`config.mk`:
```
export PLATFORM = sky130hd
export DESIGN_NAME = smac_dev_flat
export DESIGN_NICKNAME = d
export VERILOG_FILES = /design/src/hw/smac_pkg.sv /design/src/hw/smac_if.sv /design/src/hw/smac_dev.sv /design/src/flat_wrapper.sv
export SDC_FILE = /design/constraint.sdc
export NUM_CORES = 1
export LEC_CHECK = 0
export BUFFER_PORTS_ARGS = -buffer_cell sky130_fd_sc_hd__buf_2
export CAP_MARGIN = 20
export CORE_ASPECT_RATIO = 1.25
export CORE_MARGIN = 2
export CORE_UTILIZATION = 56
export CTS_BUF_LIST = sky130_fd_sc_hd__clkbuf_4 sky130_fd_sc_hd__clkbuf_8
export DETAILED_ROUTE_END_ITERATION = 12
export PLACE_DENSITY = 0.82
export RECOVER_POWER = 50
export SLEW_MARGIN = 20
export SYNTH_ARGS = -nofsm -noshare
export SYNTH_HDL_FRONTEND = slang
export SYNTH_SLANG_ARGS = --single-unit
```
`constraint.sdc`:
```
create_clock -name core_clk_i -period 4.35 [get_ports core_clk_i]
set_clock_uncertainty 0.2 [all_clocks]
set_input_delay 1.305 -clock core_clk_i [delete_from_list [all_inputs] [get_ports core_clk_i]]
set_output_delay 1.305 -clock core_clk_i [all_outputs]
set_load 0.01 [all_outputs]
```
`src/hw/smac_pkg.sv`:
```
/*
 shared constants and types of the secure memory access control link:
 power-up protocol choice, security modes, zone policies, timing counts.
 assumes a 10 MHz core clock on both ends.
*/
package smac_pkg;
   localparam int CORE_CLK_HZ = 10_000_000;  // core clock rate
   localparam int COLD_CLK_CYCLES = 400;  // link clocks before reset rises
   localparam int SYNC_WAKE_PULSES = 5;  // clocks before first sync command
   localparam int ETU_DEFAULT = 372;  // carrier periods per bit
   localparam int AT_MAX_BYTES = 8;  // anti-tearing payload limit
   localparam int FAIL_LIMIT = 4;  // consecutive failures allowed
   localparam int POLL_WRITE_MS = 20;  // ack poll after write
   localparam int POLL_PWRUP_MS = 10;  // ack poll at power-up
   localparam int POLL_WRITE_CYC = POLL_WRITE_MS * (CORE_CLK_HZ / 1000);
   localparam int POLL_PWRUP_CYC = POLL_PWRUP_MS * (CORE_CLK_HZ / 1000);
   localparam int LINK_DIV = 4;  // host core cycles per link clock half
   localparam logic [7:0] ATR_HIST = 8'h64;  // density byte, arbitrary value
   localparam logic [63:0] ATR_CODE = 64'h3B00_0000_0000_0064;  // arbitrary
   localparam logic [7:0] LOCK_BIT0 = 8'h01;  // mask byte self lock bit
   localparam logic [4:0] ZP_FORBID = 5'h01;  // zone policy: modify forbidden
   localparam logic [4:0] ZP_PROG = 5'h02;  // zone policy: program only
   localparam logic [4:0] ZP_LOCK = 5'h04;  // zone policy: write lock
   localparam logic [4:0] ZP_ENC = 5'h08;  // zone policy: encryption required
   localparam logic [4:0] ZP_AT = 5'h10;  // policy: anti-tearing on
   typedef enum logic [1:0] {SEC_STD, SEC_AUTH, SEC_ENC} smac_sec_type;
   typedef enum logic [1:0] {PROTO_NONE, PROTO_ASYNC, PROTO_SYNC} smac_proto_type;
   typedef enum logic [3:0] {
      OP_NOP, OP_PW, OP_AUTH, OP_ENC, OP_WRITE, OP_READ, OP_PPS, OP_MACERR
   } smac_op_type;
   // speed negotiation check
   function automatic logic smac_pps_ok(input logic [9:0] f, input logic [4:0] d);
      smac_pps_ok = (f == 10'd372 && (d == 5'd1 || d == 5'd2 || d == 5'd4 ||
         d == 5'd8 || d == 5'd12 || d == 5'd16)) ||
         (f == 10'd512 && (d == 5'd8 || d == 5'd16));
   endfunction
endpackage

```
`src/hw/smac_if.sv`:
```
/*
 link between host and secure memory: clock, reset, open-drain data,
 and a command word bundle standing for the serial command decode.
 the data wire is resolved here from the two enables.
*/
`timescale 1ns/1ns
interface smac_if;
   import smac_pkg::*;
   logic link_clk;  // host made link clock
   logic link_rst;  // card reset line, high default
   logic host_sda_oe_n;  // host pulls data low when low
   logic dev_sda_oe_n;  // device pulls data low when low
   logic sda;  // resolved wire level
   smac_op_type op;  // decoded command
   logic op_vld;  // command toggle-free level strobe, held until the second link clock rise
   logic [31:0] arg;  // command argument
   logic [7:0] rdata;  // device answer byte
   logic ack;  // device answer level
   assign sda = host_sda_oe_n & dev_sda_oe_n;
   modport host (output link_clk, link_rst, host_sda_oe_n, op, op_vld, arg,
      input sda, rdata, ack);
   modport dev (input link_clk, link_rst, host_sda_oe_n, op, op_vld, arg, sda,
      output dev_sda_oe_n, rdata, ack);
endinterface

```
`src/hw/smac_dev.sv`:
```
/*
 device end: protocol choice, answer to reset, security modes, password and
 authentication state, zone write policy.
 assumes link inputs come from another domain; link clock, reset and command strobe are synchronised here.
*/
`timescale 1ns/1ns
module smac_dev
   import smac_pkg::*;
(
   input wire logic core_clk_i,  // core clock
   input wire logic rst_i,  // power-on reset, async high
   smac_if.dev lnk,  // link to host
   input wire logic [4:0] zone_pol_i,  // selected zone policy bits
   input wire logic [7:0] mem_old_i,  // stored byte at target
   input wire logic [7:0] lock_mask_i,  // page lock mask byte
   input wire logic super_en_i,  // supervisor feature on
   input wire logic tear_pending_i,  // buffer holds unfinished write
   output logic [7:0] mem_wdata_o,  // byte to commit
   output logic mem_we_o,  // commit strobe
   output logic buf_we_o,  // write to buffer zone first
   output logic restore_o,  // restore from buffer zone
   output smac_proto_type proto_o,  // chosen protocol
   output smac_sec_type sec_o,  // security mode
   output logic [3:0] pw_set_o,  // active password set, bit3 = write
   output logic pw_vld_o,  // password in force
   output logic super_o,  // supervisor access granted
   output logic [15:0] etu_o  // carrier periods per bit
);
   typedef struct packed {
      logic [1:0] clk_s;  // link clock sync
      logic [1:0] rst_s;  // reset sync
      logic [1:0] vld_s;  // command sync
      logic clk_d;  // last link clock
      logic vld_d;  // last command level
      smac_proto_type proto;  // protocol
      logic started;  // first link clock rise seen
      logic [5:0] atr_idx;  // answer bit index
      logic atr_busy;  // answer in progress
      logic [15:0] etu_cnt;  // carrier count in bit
      logic [15:0] etu;  // bit length
      smac_sec_type sec;  // security mode
      logic [3:0] pw_set;  // password set
      logic pw_vld;  // password valid
      logic super_g;  // supervisor granted
      logic [2:0] pw_fail;  // password failures
      logic [2:0] au_fail;  // auth failures
      logic [7:0] wdata;  // commit data
      logic we;  // commit strobe
      logic bwe;  // buffer strobe
      logic restore;  // restore strobe
      logic sda_oe_n;  // data pull
      logic [7:0] rdata;  // answer byte
      logic ack;  // answer level
   } smac_dev_state_type;
   smac_dev_state_type st, next_st;
   logic clk_rise;  // link clock rising edge
   logic cmd_new;  // new command seen
   logic [7:0] wr;  // write byte after policy
   logic wr_ok;  // write allowed
   logic lock_zone;  // zone is write lock
   logic [2:0] bsel;  // byte within page
   assign clk_rise = st.clk_s[1] & ~st.clk_d;
   assign cmd_new = st.vld_s[1] & ~st.vld_d;
   assign lock_zone = (zone_pol_i & ZP_LOCK) != 5'h00;
   assign bsel = lnk.arg[10:8];
   // write policy on the target byte
   always_comb
   begin
      wr = lnk.arg[7:0];  // first data byte only
      wr_ok = 1'b1;
      if ((zone_pol_i & ZP_FORBID) != 5'h00)
         wr_ok = 1'b0;
      if ((zone_pol_i & ZP_ENC) != 5'h00 && st.sec != SEC_ENC)
         wr_ok = 1'b0;
      if ((zone_pol_i & ZP_PROG) != 5'h00)
         wr = wr & mem_old_i;
      // mask byte may only clear, locked by its bit0
      if (lock_zone && bsel == 3'd0)
      begin
         wr = wr & lock_mask_i;
         if ((lock_mask_i & LOCK_BIT0) == 8'h00)
            wr_ok = 1'b0;
      end
      else if (lock_zone && lock_mask_i[bsel] == 1'b0)
         wr_ok = 1'b0;
      if ((zone_pol_i & ZP_AT) != 5'h00 && lnk.arg[31:28] > 4'(AT_MAX_BYTES - 1))
         wr_ok = 1'b0;
   end
   // next state
   always_comb
   begin
      next_st = st;
      next_st.clk_s = {st.clk_s[0], lnk.link_clk};
      next_st.rst_s = {st.rst_s[0], lnk.link_rst};
      next_st.vld_s = {st.vld_s[0], lnk.op_vld};
      next_st.clk_d = st.clk_s[1];
      next_st.vld_d = st.vld_s[1];
      next_st.we = st.bwe;  // destination write follows the buffer write
      next_st.bwe = 1'b0;
      next_st.restore = 1'b0;
      // protocol choice at first link clock rise, reset sync settled by then
      if (!st.started && clk_rise)
      begin
         next_st.started = 1'b1;
         next_st.restore = tear_pending_i;
         if (st.rst_s[1])
         begin
            next_st.proto = PROTO_SYNC;
         end
         else
         begin
            next_st.proto = PROTO_ASYNC;
         end
      end
      // reset line low clears session state
      if (!st.rst_s[1] && st.started)
      begin
         next_st.proto = PROTO_ASYNC;
         next_st.sec = SEC_STD;
         next_st.pw_vld = 1'b0;
         next_st.super_g = 1'b0;
         next_st.atr_busy = 1'b1;
         next_st.atr_idx = 6'd0;
         next_st.etu_cnt = 16'h0000;
         next_st.etu = 16'(ETU_DEFAULT);
      end
      else if (st.atr_busy && clk_rise)
      begin
         // answer to reset bits, one per bit time
         next_st.sda_oe_n = ATR_CODE[6'd63 - st.atr_idx];
         if (st.etu_cnt == st.etu - 16'h0001)
         begin
            next_st.etu_cnt = 16'h0000;
            next_st.atr_idx = st.atr_idx + 6'd1;
            if (st.atr_idx == 6'd63)
            begin
               next_st.atr_busy = 1'b0;
            end
         end
         else
         begin
            next_st.etu_cnt = st.etu_cnt + 16'h0001;
         end
      end
      else if (!st.atr_busy)
      begin
         next_st.sda_oe_n = 1'b1;
      end
      // commands
      if (cmd_new && !st.atr_busy)
      begin
         next_st.ack = 1'b1;
         case (lnk.op)
            OP_PW:
            begin
               if (st.pw_fail >= 3'(FAIL_LIMIT))
                  next_st.ack = 1'b0;
               else if (lnk.arg[8])
               begin
                  next_st.pw_set = lnk.arg[3:0];
                  next_st.pw_vld = 1'b1;
                  next_st.pw_fail = 3'd0;
                  next_st.super_g = super_en_i & lnk.arg[9];
               end
               else
               begin
                  next_st.pw_vld = 1'b0;
                  next_st.super_g = 1'b0;
                  next_st.pw_fail = st.pw_fail + 3'd1;
               end
            end
            OP_AUTH:
            begin
               if (st.au_fail >= 3'(FAIL_LIMIT))
                  next_st.ack = 1'b0;
               else
               begin
                  next_st.sec = lnk.arg[8] ? SEC_AUTH : SEC_STD;
                  next_st.au_fail = lnk.arg[8] ? 3'd0 : st.au_fail + 3'd1;
               end
            end
            OP_ENC:
               if (st.sec != SEC_STD)
                  next_st.sec = SEC_ENC;
            OP_MACERR:
            begin
               next_st.sec = SEC_STD;
               next_st.ack = 1'b0;
            end
            OP_PPS:
            begin
               if (smac_pps_ok(lnk.arg[9:0], lnk.arg[14:10]))
                  next_st.etu = 16'(lnk.arg[9:0] / lnk.arg[14:10]);
               else
                  next_st.ack = 1'b0;
            end
            OP_WRITE:
            begin
               // anti-tearing zones commit one cycle after the buffer write
               next_st.ack = wr_ok;
               next_st.wdata = wr;
               next_st.bwe = wr_ok & ((zone_pol_i & ZP_AT) != 5'h00);
               next_st.we = wr_ok & ((zone_pol_i & ZP_AT) == 5'h00);
            end
            OP_READ:
            begin
               if ((zone_pol_i & ZP_ENC) != 5'h00 && st.sec != SEC_ENC)
                  next_st.ack = 1'b0;
               else  // encryption mode marks data as ciphered
                  next_st.rdata = (st.sec == SEC_ENC) ? ~mem_old_i : mem_old_i;
            end
            default:
               next_st.ack = 1'b0;
         endcase
      end
   end
   // state register
   always_ff @(posedge core_clk_i or posedge rst_i)
   begin
      if (rst_i)
      begin
         st <= '0;
         st.sda_oe_n <= 1'b1;
         st.etu <= 16'(ETU_DEFAULT);
      end
      else
      begin
         st <= next_st;
      end
   end
   assign lnk.dev_sda_oe_n = st.sda_oe_n;
   assign lnk.rdata = st.rdata;
   assign lnk.ack = st.ack;
   assign mem_wdata_o = st.wdata;
   assign mem_we_o = st.we;
   assign buf_we_o = st.bwe;
   assign restore_o = st.restore;
   assign proto_o = st.proto;
   assign sec_o = st.sec;
   assign pw_set_o = st.pw_set;
   assign pw_vld_o = st.pw_vld;
   assign super_o = st.super_g;
   assign etu_o = st.etu;
endmodule

```
`src/flat_wrapper.sv`:
```
// flat-port wrapper written by rule: the top's interface ports become plain ports
module smac_dev_flat import smac_pkg::*;
  (core_clk_i, rst_i, zone_pol_i, mem_old_i, lock_mask_i, super_en_i, tear_pending_i, mem_wdata_o, mem_we_o, buf_we_o, restore_o, proto_o, sec_o, pw_set_o, pw_vld_o, super_o, etu_o, lnk_link_clk, lnk_link_rst, lnk_host_sda_oe_n, lnk_op, lnk_op_vld, lnk_arg, lnk_dev_sda_oe_n, lnk_rdata, lnk_ack);
  smac_if lnk_i ();
  input wire logic core_clk_i;
  input wire logic rst_i;
  input wire logic [4:0] zone_pol_i;
  input wire logic [7:0] mem_old_i;
  input wire logic [7:0] lock_mask_i;
  input wire logic super_en_i;
  input wire logic tear_pending_i;
  output logic [7:0] mem_wdata_o;
  output logic mem_we_o;
  output logic buf_we_o;
  output logic restore_o;
  output smac_proto_type proto_o;
  output smac_sec_type sec_o;
  output logic [3:0] pw_set_o;
  output logic pw_vld_o;
  output logic super_o;
  output logic [15:0] etu_o;
  input wire logic [$bits(lnk_i.link_clk)-1:0] lnk_link_clk;
  input wire logic [$bits(lnk_i.link_rst)-1:0] lnk_link_rst;
  input wire logic [$bits(lnk_i.host_sda_oe_n)-1:0] lnk_host_sda_oe_n;
  input wire logic [$bits(lnk_i.op)-1:0] lnk_op;
  input wire logic [$bits(lnk_i.op_vld)-1:0] lnk_op_vld;
  input wire logic [$bits(lnk_i.arg)-1:0] lnk_arg;
  output wire logic [$bits(lnk_i.dev_sda_oe_n)-1:0] lnk_dev_sda_oe_n;
  output wire logic [$bits(lnk_i.rdata)-1:0] lnk_rdata;
  output wire logic [$bits(lnk_i.ack)-1:0] lnk_ack;
  assign lnk_i.link_clk = lnk_link_clk;
  assign lnk_i.link_rst = lnk_link_rst;
  assign lnk_i.host_sda_oe_n = lnk_host_sda_oe_n;
  assign lnk_i.op = lnk_op;
  assign lnk_i.op_vld = lnk_op_vld;
  assign lnk_i.arg = lnk_arg;
  assign lnk_dev_sda_oe_n = lnk_i.dev_sda_oe_n;
  assign lnk_rdata = lnk_i.rdata;
  assign lnk_ack = lnk_i.ack;
  smac_dev u_core (.core_clk_i(core_clk_i), .rst_i(rst_i), .lnk(lnk_i), .zone_pol_i(zone_pol_i), .mem_old_i(mem_old_i), .lock_mask_i(lock_mask_i), .super_en_i(super_en_i), .tear_pending_i(tear_pending_i), .mem_wdata_o(mem_wdata_o), .mem_we_o(mem_we_o), .buf_we_o(buf_we_o), .restore_o(restore_o), .proto_o(proto_o), .sec_o(sec_o), .pw_set_o(pw_set_o), .pw_vld_o(pw_vld_o), .super_o(super_o), .etu_o(etu_o));
endmodule
```
==> flow_metrics.env, run 1 <==
export IMPL_synth_edff_count=0
export IMPL_numClockSinks=85
export IMPL_start_util_pct=57.02
export IMPL_ys_seq_area_share_pct=22.31
export IMPL_io_pins=112
export IMPL_io_buffer_count=94
export IMPL_place_ws_ns=-20.80
export IMPL_stop_error="[ERROR GRT-0232] Routing congestion too high. Check the congestion heatmap in the GUI."
export IMPL_cts_root_buf="clkbuf_8"
export IMPL_synth_top_cell_area_share_pct=20.66
export IMPL_ys_types=100
export IMPL_clockBufferDepth=2
export IMPL_place_hpwl_um=25750
export IMPL_synthArstFlopShare_pct=100.0
export IMPL_worstEndpointType="register data pin"
export IMPL_synthesis_area_um2=9567
export IMPL_dieHeight_um=150.1
export IMPL_grt_max_degree=63
export IMPL_gr_usage_all_layers_pct=82.13
export IMPL_synthFlopType="dfrtp_1"
export IMPL_gp_congestion=0.9915
export IMPL_yosys_top_cells_area="dfrtp_1, ha_1, nor2_1"
export IMPL_die_w_um=120.9
export IMPL_hold_buffers=0
export IMPL_synthCells=1200
export IMPL_outcome="did not finish"
export IMPL_synth_top_cell_by_area="dfrtp_1"
export IMPL_worst_endpoint="u_core.etu_o[0]$_DFF_PP0_/D"
export IMPL_yosys_warnings=0
export IMPL_stop_stage="global routing"
export IMPL_cts_buffers=9
export IMPL_overflow=235
export IMPL_yosys_register_bits=85
export IMPL_row_count=53
export IMPL_htreeDepth=3
export IMPL_avgSynthCellArea_um2=7.972
## cells by family after synthesis
family                     share of synthesized area (%)
AOI/OAI and AO/OA                                  23.67
xor gates and xnor gates                           6.225
adders and majority gates                          10.20
DFF                                                22.31
other                                            0.03920
and+or+nand+nor                                    25.20
buffers and inverters                              6.278
muxes                                              6.068
## synth_stat cells (all sizes together) (32+ instances only)
master  instances
nand3          42
o21a           34
buf            46
dfrtp          79
o21ai          99
nor2          134
inv            37
a21oi          49
nor3           61
nand2         101
xnor2          43
ha             78
clkbuf         32
## repair_timing
action                                  4_1_cts
setup buffers                               159
resized for setup                            73
endpoints found under the setup margin       12
pin swaps                                    66
endpoints found under the hold margin         0
## stage by stage
step,cell area (um2),TNS (ns),instances,util (%)
2_1_floorplan,9950,-128.52,1205,-
3_3_place_gp,12640,-119.80,1763,75.33
3_5_place_dp,12640,-128.44,1763,75.33
4_1_cts,14320,-118.73,1937,85.35
## layer usage
layer,global-route usage [%],GRT overflow
met2,97.95,143
met3,69.24,5
met1,80.40,0
met4,86.05,87
met5,20.17,0
==> inputs of run 2 (changes only) <==
--- a/config.mk
+++ b/config.mk
@@ -7,12 +7,10 @@
 export LEC_CHECK = 0
 export BUFFER_PORTS_ARGS = -buffer_cell sky130_fd_sc_hd__buf_2
 export CAP_MARGIN = 20
-export CORE_ASPECT_RATIO = 1.25
 export CORE_MARGIN = 2
-export CORE_UTILIZATION = 56
-export CTS_BUF_LIST = sky130_fd_sc_hd__clkbuf_4 sky130_fd_sc_hd__clkbuf_8
+export CORE_UTILIZATION = 40
 export DETAILED_ROUTE_END_ITERATION = 12
-export PLACE_DENSITY = 0.82
+export PLACE_DENSITY_LB_ADDON = 0.15
 export RECOVER_POWER = 50
 export SLEW_MARGIN = 20
 export SYNTH_ARGS = -nofsm -noshare
==> run 2 against run 1 <==
Against the previous run: the flow now finishes, with violations (capacitance limit, slew limit, setup timing); synthesized cell count unchanged; area after synthesis unchanged.
==> flow_metrics.env, run 2 <==
export IMPL_dr_pass1_iters=5
export IMPL_finalCriticalPeriod_ns=24.54
export IMPL_ys_seq_area_share_pct=22.31
export IMPL_synthTopCellsByCount="nor2_1, nand2_1, o21ai_0"
export IMPL_wl_met2_um=17940
export IMPL_slowest_delay_ns=0.43
export IMPL_final_cell_mix="buf_4, nor2_1, nand2_1, buf_2, dfrtp_1"
export IMPL_grt_max_degree=86
export IMPL_vias=11420
export IMPL_routed_top_layer="met4"
export IMPL_place_hpwl_um=25410
export IMPL_die_w_um=158.7
export IMPL_area_growth_synth_to_final_pct=60.12
export IMPL_cpMaxStageDelayCell="a2111oi_4"
export IMPL_hold_class="reg2reg"
export IMPL_synth_top_cell_area_share_pct=20.66
export IMPL_yosys_warnings=0
export IMPL_row_count=56
export IMPL_layout_cells_non_filler=2098
export IMPL_clockBufferDepth=2
export IMPL_avgRoutedWirePerCell_um=17.46
export IMPL_crit_path_max_fanout=5
export IMPL_critPathRequiredTime_ns=4.39
export IMPL_outcome="complete, but fails checks"
export IMPL_placedInstanceArea_um2=13010
export IMPL_cts_root_buf="clkbuf_16"
export IMPL_yosys_register_bits=85
export IMPL_gr_usage_all_layers_pct=28.61
export IMPL_cp_end_kind="register"
export IMPL_start_util_pct=40.76
export IMPL_cp_common_cell="buf_4"
export IMPL_synthCells=1200
export IMPL_hold_ws_ns=0.1504
export IMPL_muxShareOfSynthArea_pct=6.069
export IMPL_design_area_um2=15320
export IMPL_synthFlopType="dfrtp_1"
export IMPL_synthesis_area_um2=9567
export IMPL_drc=0
export IMPL_startpoint_type="primary input"
export IMPL_cts_buffers=9
export IMPL_critPathKind="in2reg"
export IMPL_synth_top_cell_by_area="dfrtp_1"
export IMPL_grt_pass1_wl_um=57250
export IMPL_synth_top_family_by_area="simple AND/OR/NAND/NOR gates"
export IMPL_placedCellCount=1895
export IMPL_setup_violations=12
export IMPL_drtIter0Drc=647
export IMPL_avgSynthCellArea_um2=7.972
export IMPL_yosysMostFrequentCell="nor2_1"
export IMPL_core_area_um2=23470
export IMPL_grt_pass1_vias=11320
export IMPL_r2r_slack_ns=0.51
export IMPL_postRouteAntennaNets=0
export IMPL_fmax_ghz=0.04075
export IMPL_clk_latency_ns=0.34
export IMPL_antenna_found_initial=0
export IMPL_drv_cap=1
export IMPL_synth_edff_count=0
export IMPL_worst_slack_ns=-20.19
export IMPL_vias_per_cell=5.443
export IMPL_yosys_top_cells_area="dfrtp_1, ha_1, nor2_1"
export IMPL_period_share_pct=564.1
export IMPL_slew_violations=86
export IMPL_synth_adder_area_share_pct=10.20
export IMPL_gp_congestion=0.9017
export IMPL_cts_tree="done"
export IMPL_synthXorXnorAreaFrac_pct=6.225
export IMPL_totalWireLength_um=36640
export IMPL_antenna_cells=0
export IMPL_drive_above_1_share_pct=47.27
export IMPL_numClockSinks=85
export IMPL_dr_wl_met3_um=1588
export IMPL_dieArea_um2=25170
export IMPL_htreeDepth=3
export IMPL_synthArstFlopShare_pct=100.0
export IMPL_nets=1918
export IMPL_routedLengthMet1_um=15420
export IMPL_io_pins=112
export IMPL_slew_headroom_pct=-41.55
export IMPL_fin_util_pct=65.26
export IMPL_synth_compound_area_share_pct=23.67
export IMPL_violations="capacitance limit, slew limit, setup timing"
export IMPL_largest_reg_flops=33
export IMPL_io_buffer_count=94
export IMPL_ys_types=100
export IMPL_max_flop_register="u_core.st"
export IMPL_path_clk_slew_ns=0.07
export IMPL_layout_commonest_cell="buf_4"
export IMPL_tightestPinTransition_ns=2.123
export IMPL_synth_simple_area_share_pct=25.20
export IMPL_finalHoldViolCount=0
export IMPL_overflow=0
export IMPL_n_fill_cell=1908
export IMPL_worstPathArrival_ns=24.58
export IMPL_dieHeight_um=158.7
export IMPL_rsz0062_at_grt="yes"
-- run 2: cell counts after synthesis --
No cell type changed its count.
-- run 2: worst max-delay path: cells and delay by family --
family / cells / cell delay, ns
AO/OA/AOI/OAI: 51 / 8.85
AND/OR/NAND/NOR: 37 / 5.30
buffers and inverters: 41 / 4.90
adder cells (fa/ha/maj): 13 / 3.16
multiplexers: 4 / 1.03
-- run 2: worst paths after layout --
check	from	endpoint	cells after the start
hold / removal	u_core.next_st[82]	u_core.st[82]	0
max in group asynchronous	rst_i	u_core.st[57]	3
setup / recovery	lnk_arg[10]	u_core.etu_o[0]	146
setup reg to reg	u_core.etu_o[5]	u_core.st[73]	14
min in group asynchronous	rst_i	u_core.mem_wdata_o[2]	3
hold reg to reg	u_core.next_st[82]	u_core.st[82]	0
-- run 2: per-stage QoR --
stage               setup WS [ns]  TNS, ns
global route               -21.35  -128.37
global placement           -19.86  -122.44
finish                     -20.19  -120.35
CTS                        -19.11  -115.40
detailed placement         -20.49  -126.41
floorplan                  -21.11  -128.52
-- run 2: per-layer routing --
layer  vias to the layer above  GRT usage, %
li1                       5545             -
met1                      5426         34.73
met2                       328         50.92
met3                       120         3.076
met4                         0         12.74
met5                         -             0
-- run 2: logic make-up (layout without fill, tap and decap cells) --
kind of cell	count (synthesis)	count (layout)
compound gates	323	323
xor+xnor	68	68
fa+ha+maj	78	78
buf+inv	116	690
flops	85	85
mux	49	49
other cells	1	6
simple gates	480	480
-- run 2: cell type report --
class | instances | area, um2 | area share, %
Clock inverter | 4 | 72.57 | 0.4737
Multi-Input combinational cell | 1004 | 7704 | 50.29
Inverter | 38 | 151.4 | 0.9883
Tap cell | 319 | 399.1 | 2.606
Timing Repair Buffer | 637 | 4614 | 30.12
Sequential cell | 85 | 2135 | 13.93
Clock buffer | 11 | 242.7 | 1.585
-- run 2: timing repair --
| action | 4_1_cts | 5_1_grt |
|---|---|---|
| setup endpoints to repair | 12 | 13 |
| buffers inserted | 167 | 27 |
| hold buffers | 0 | 0 |
| cloned | 0 | 0 |
| pin swaps | 78 | 46 |
| gates resized for setup | 78 | 38 |
Power of run 2 is not shown: default switching activity piles up to over one toggle a cycle in this logic, so the estimate is an artifact.
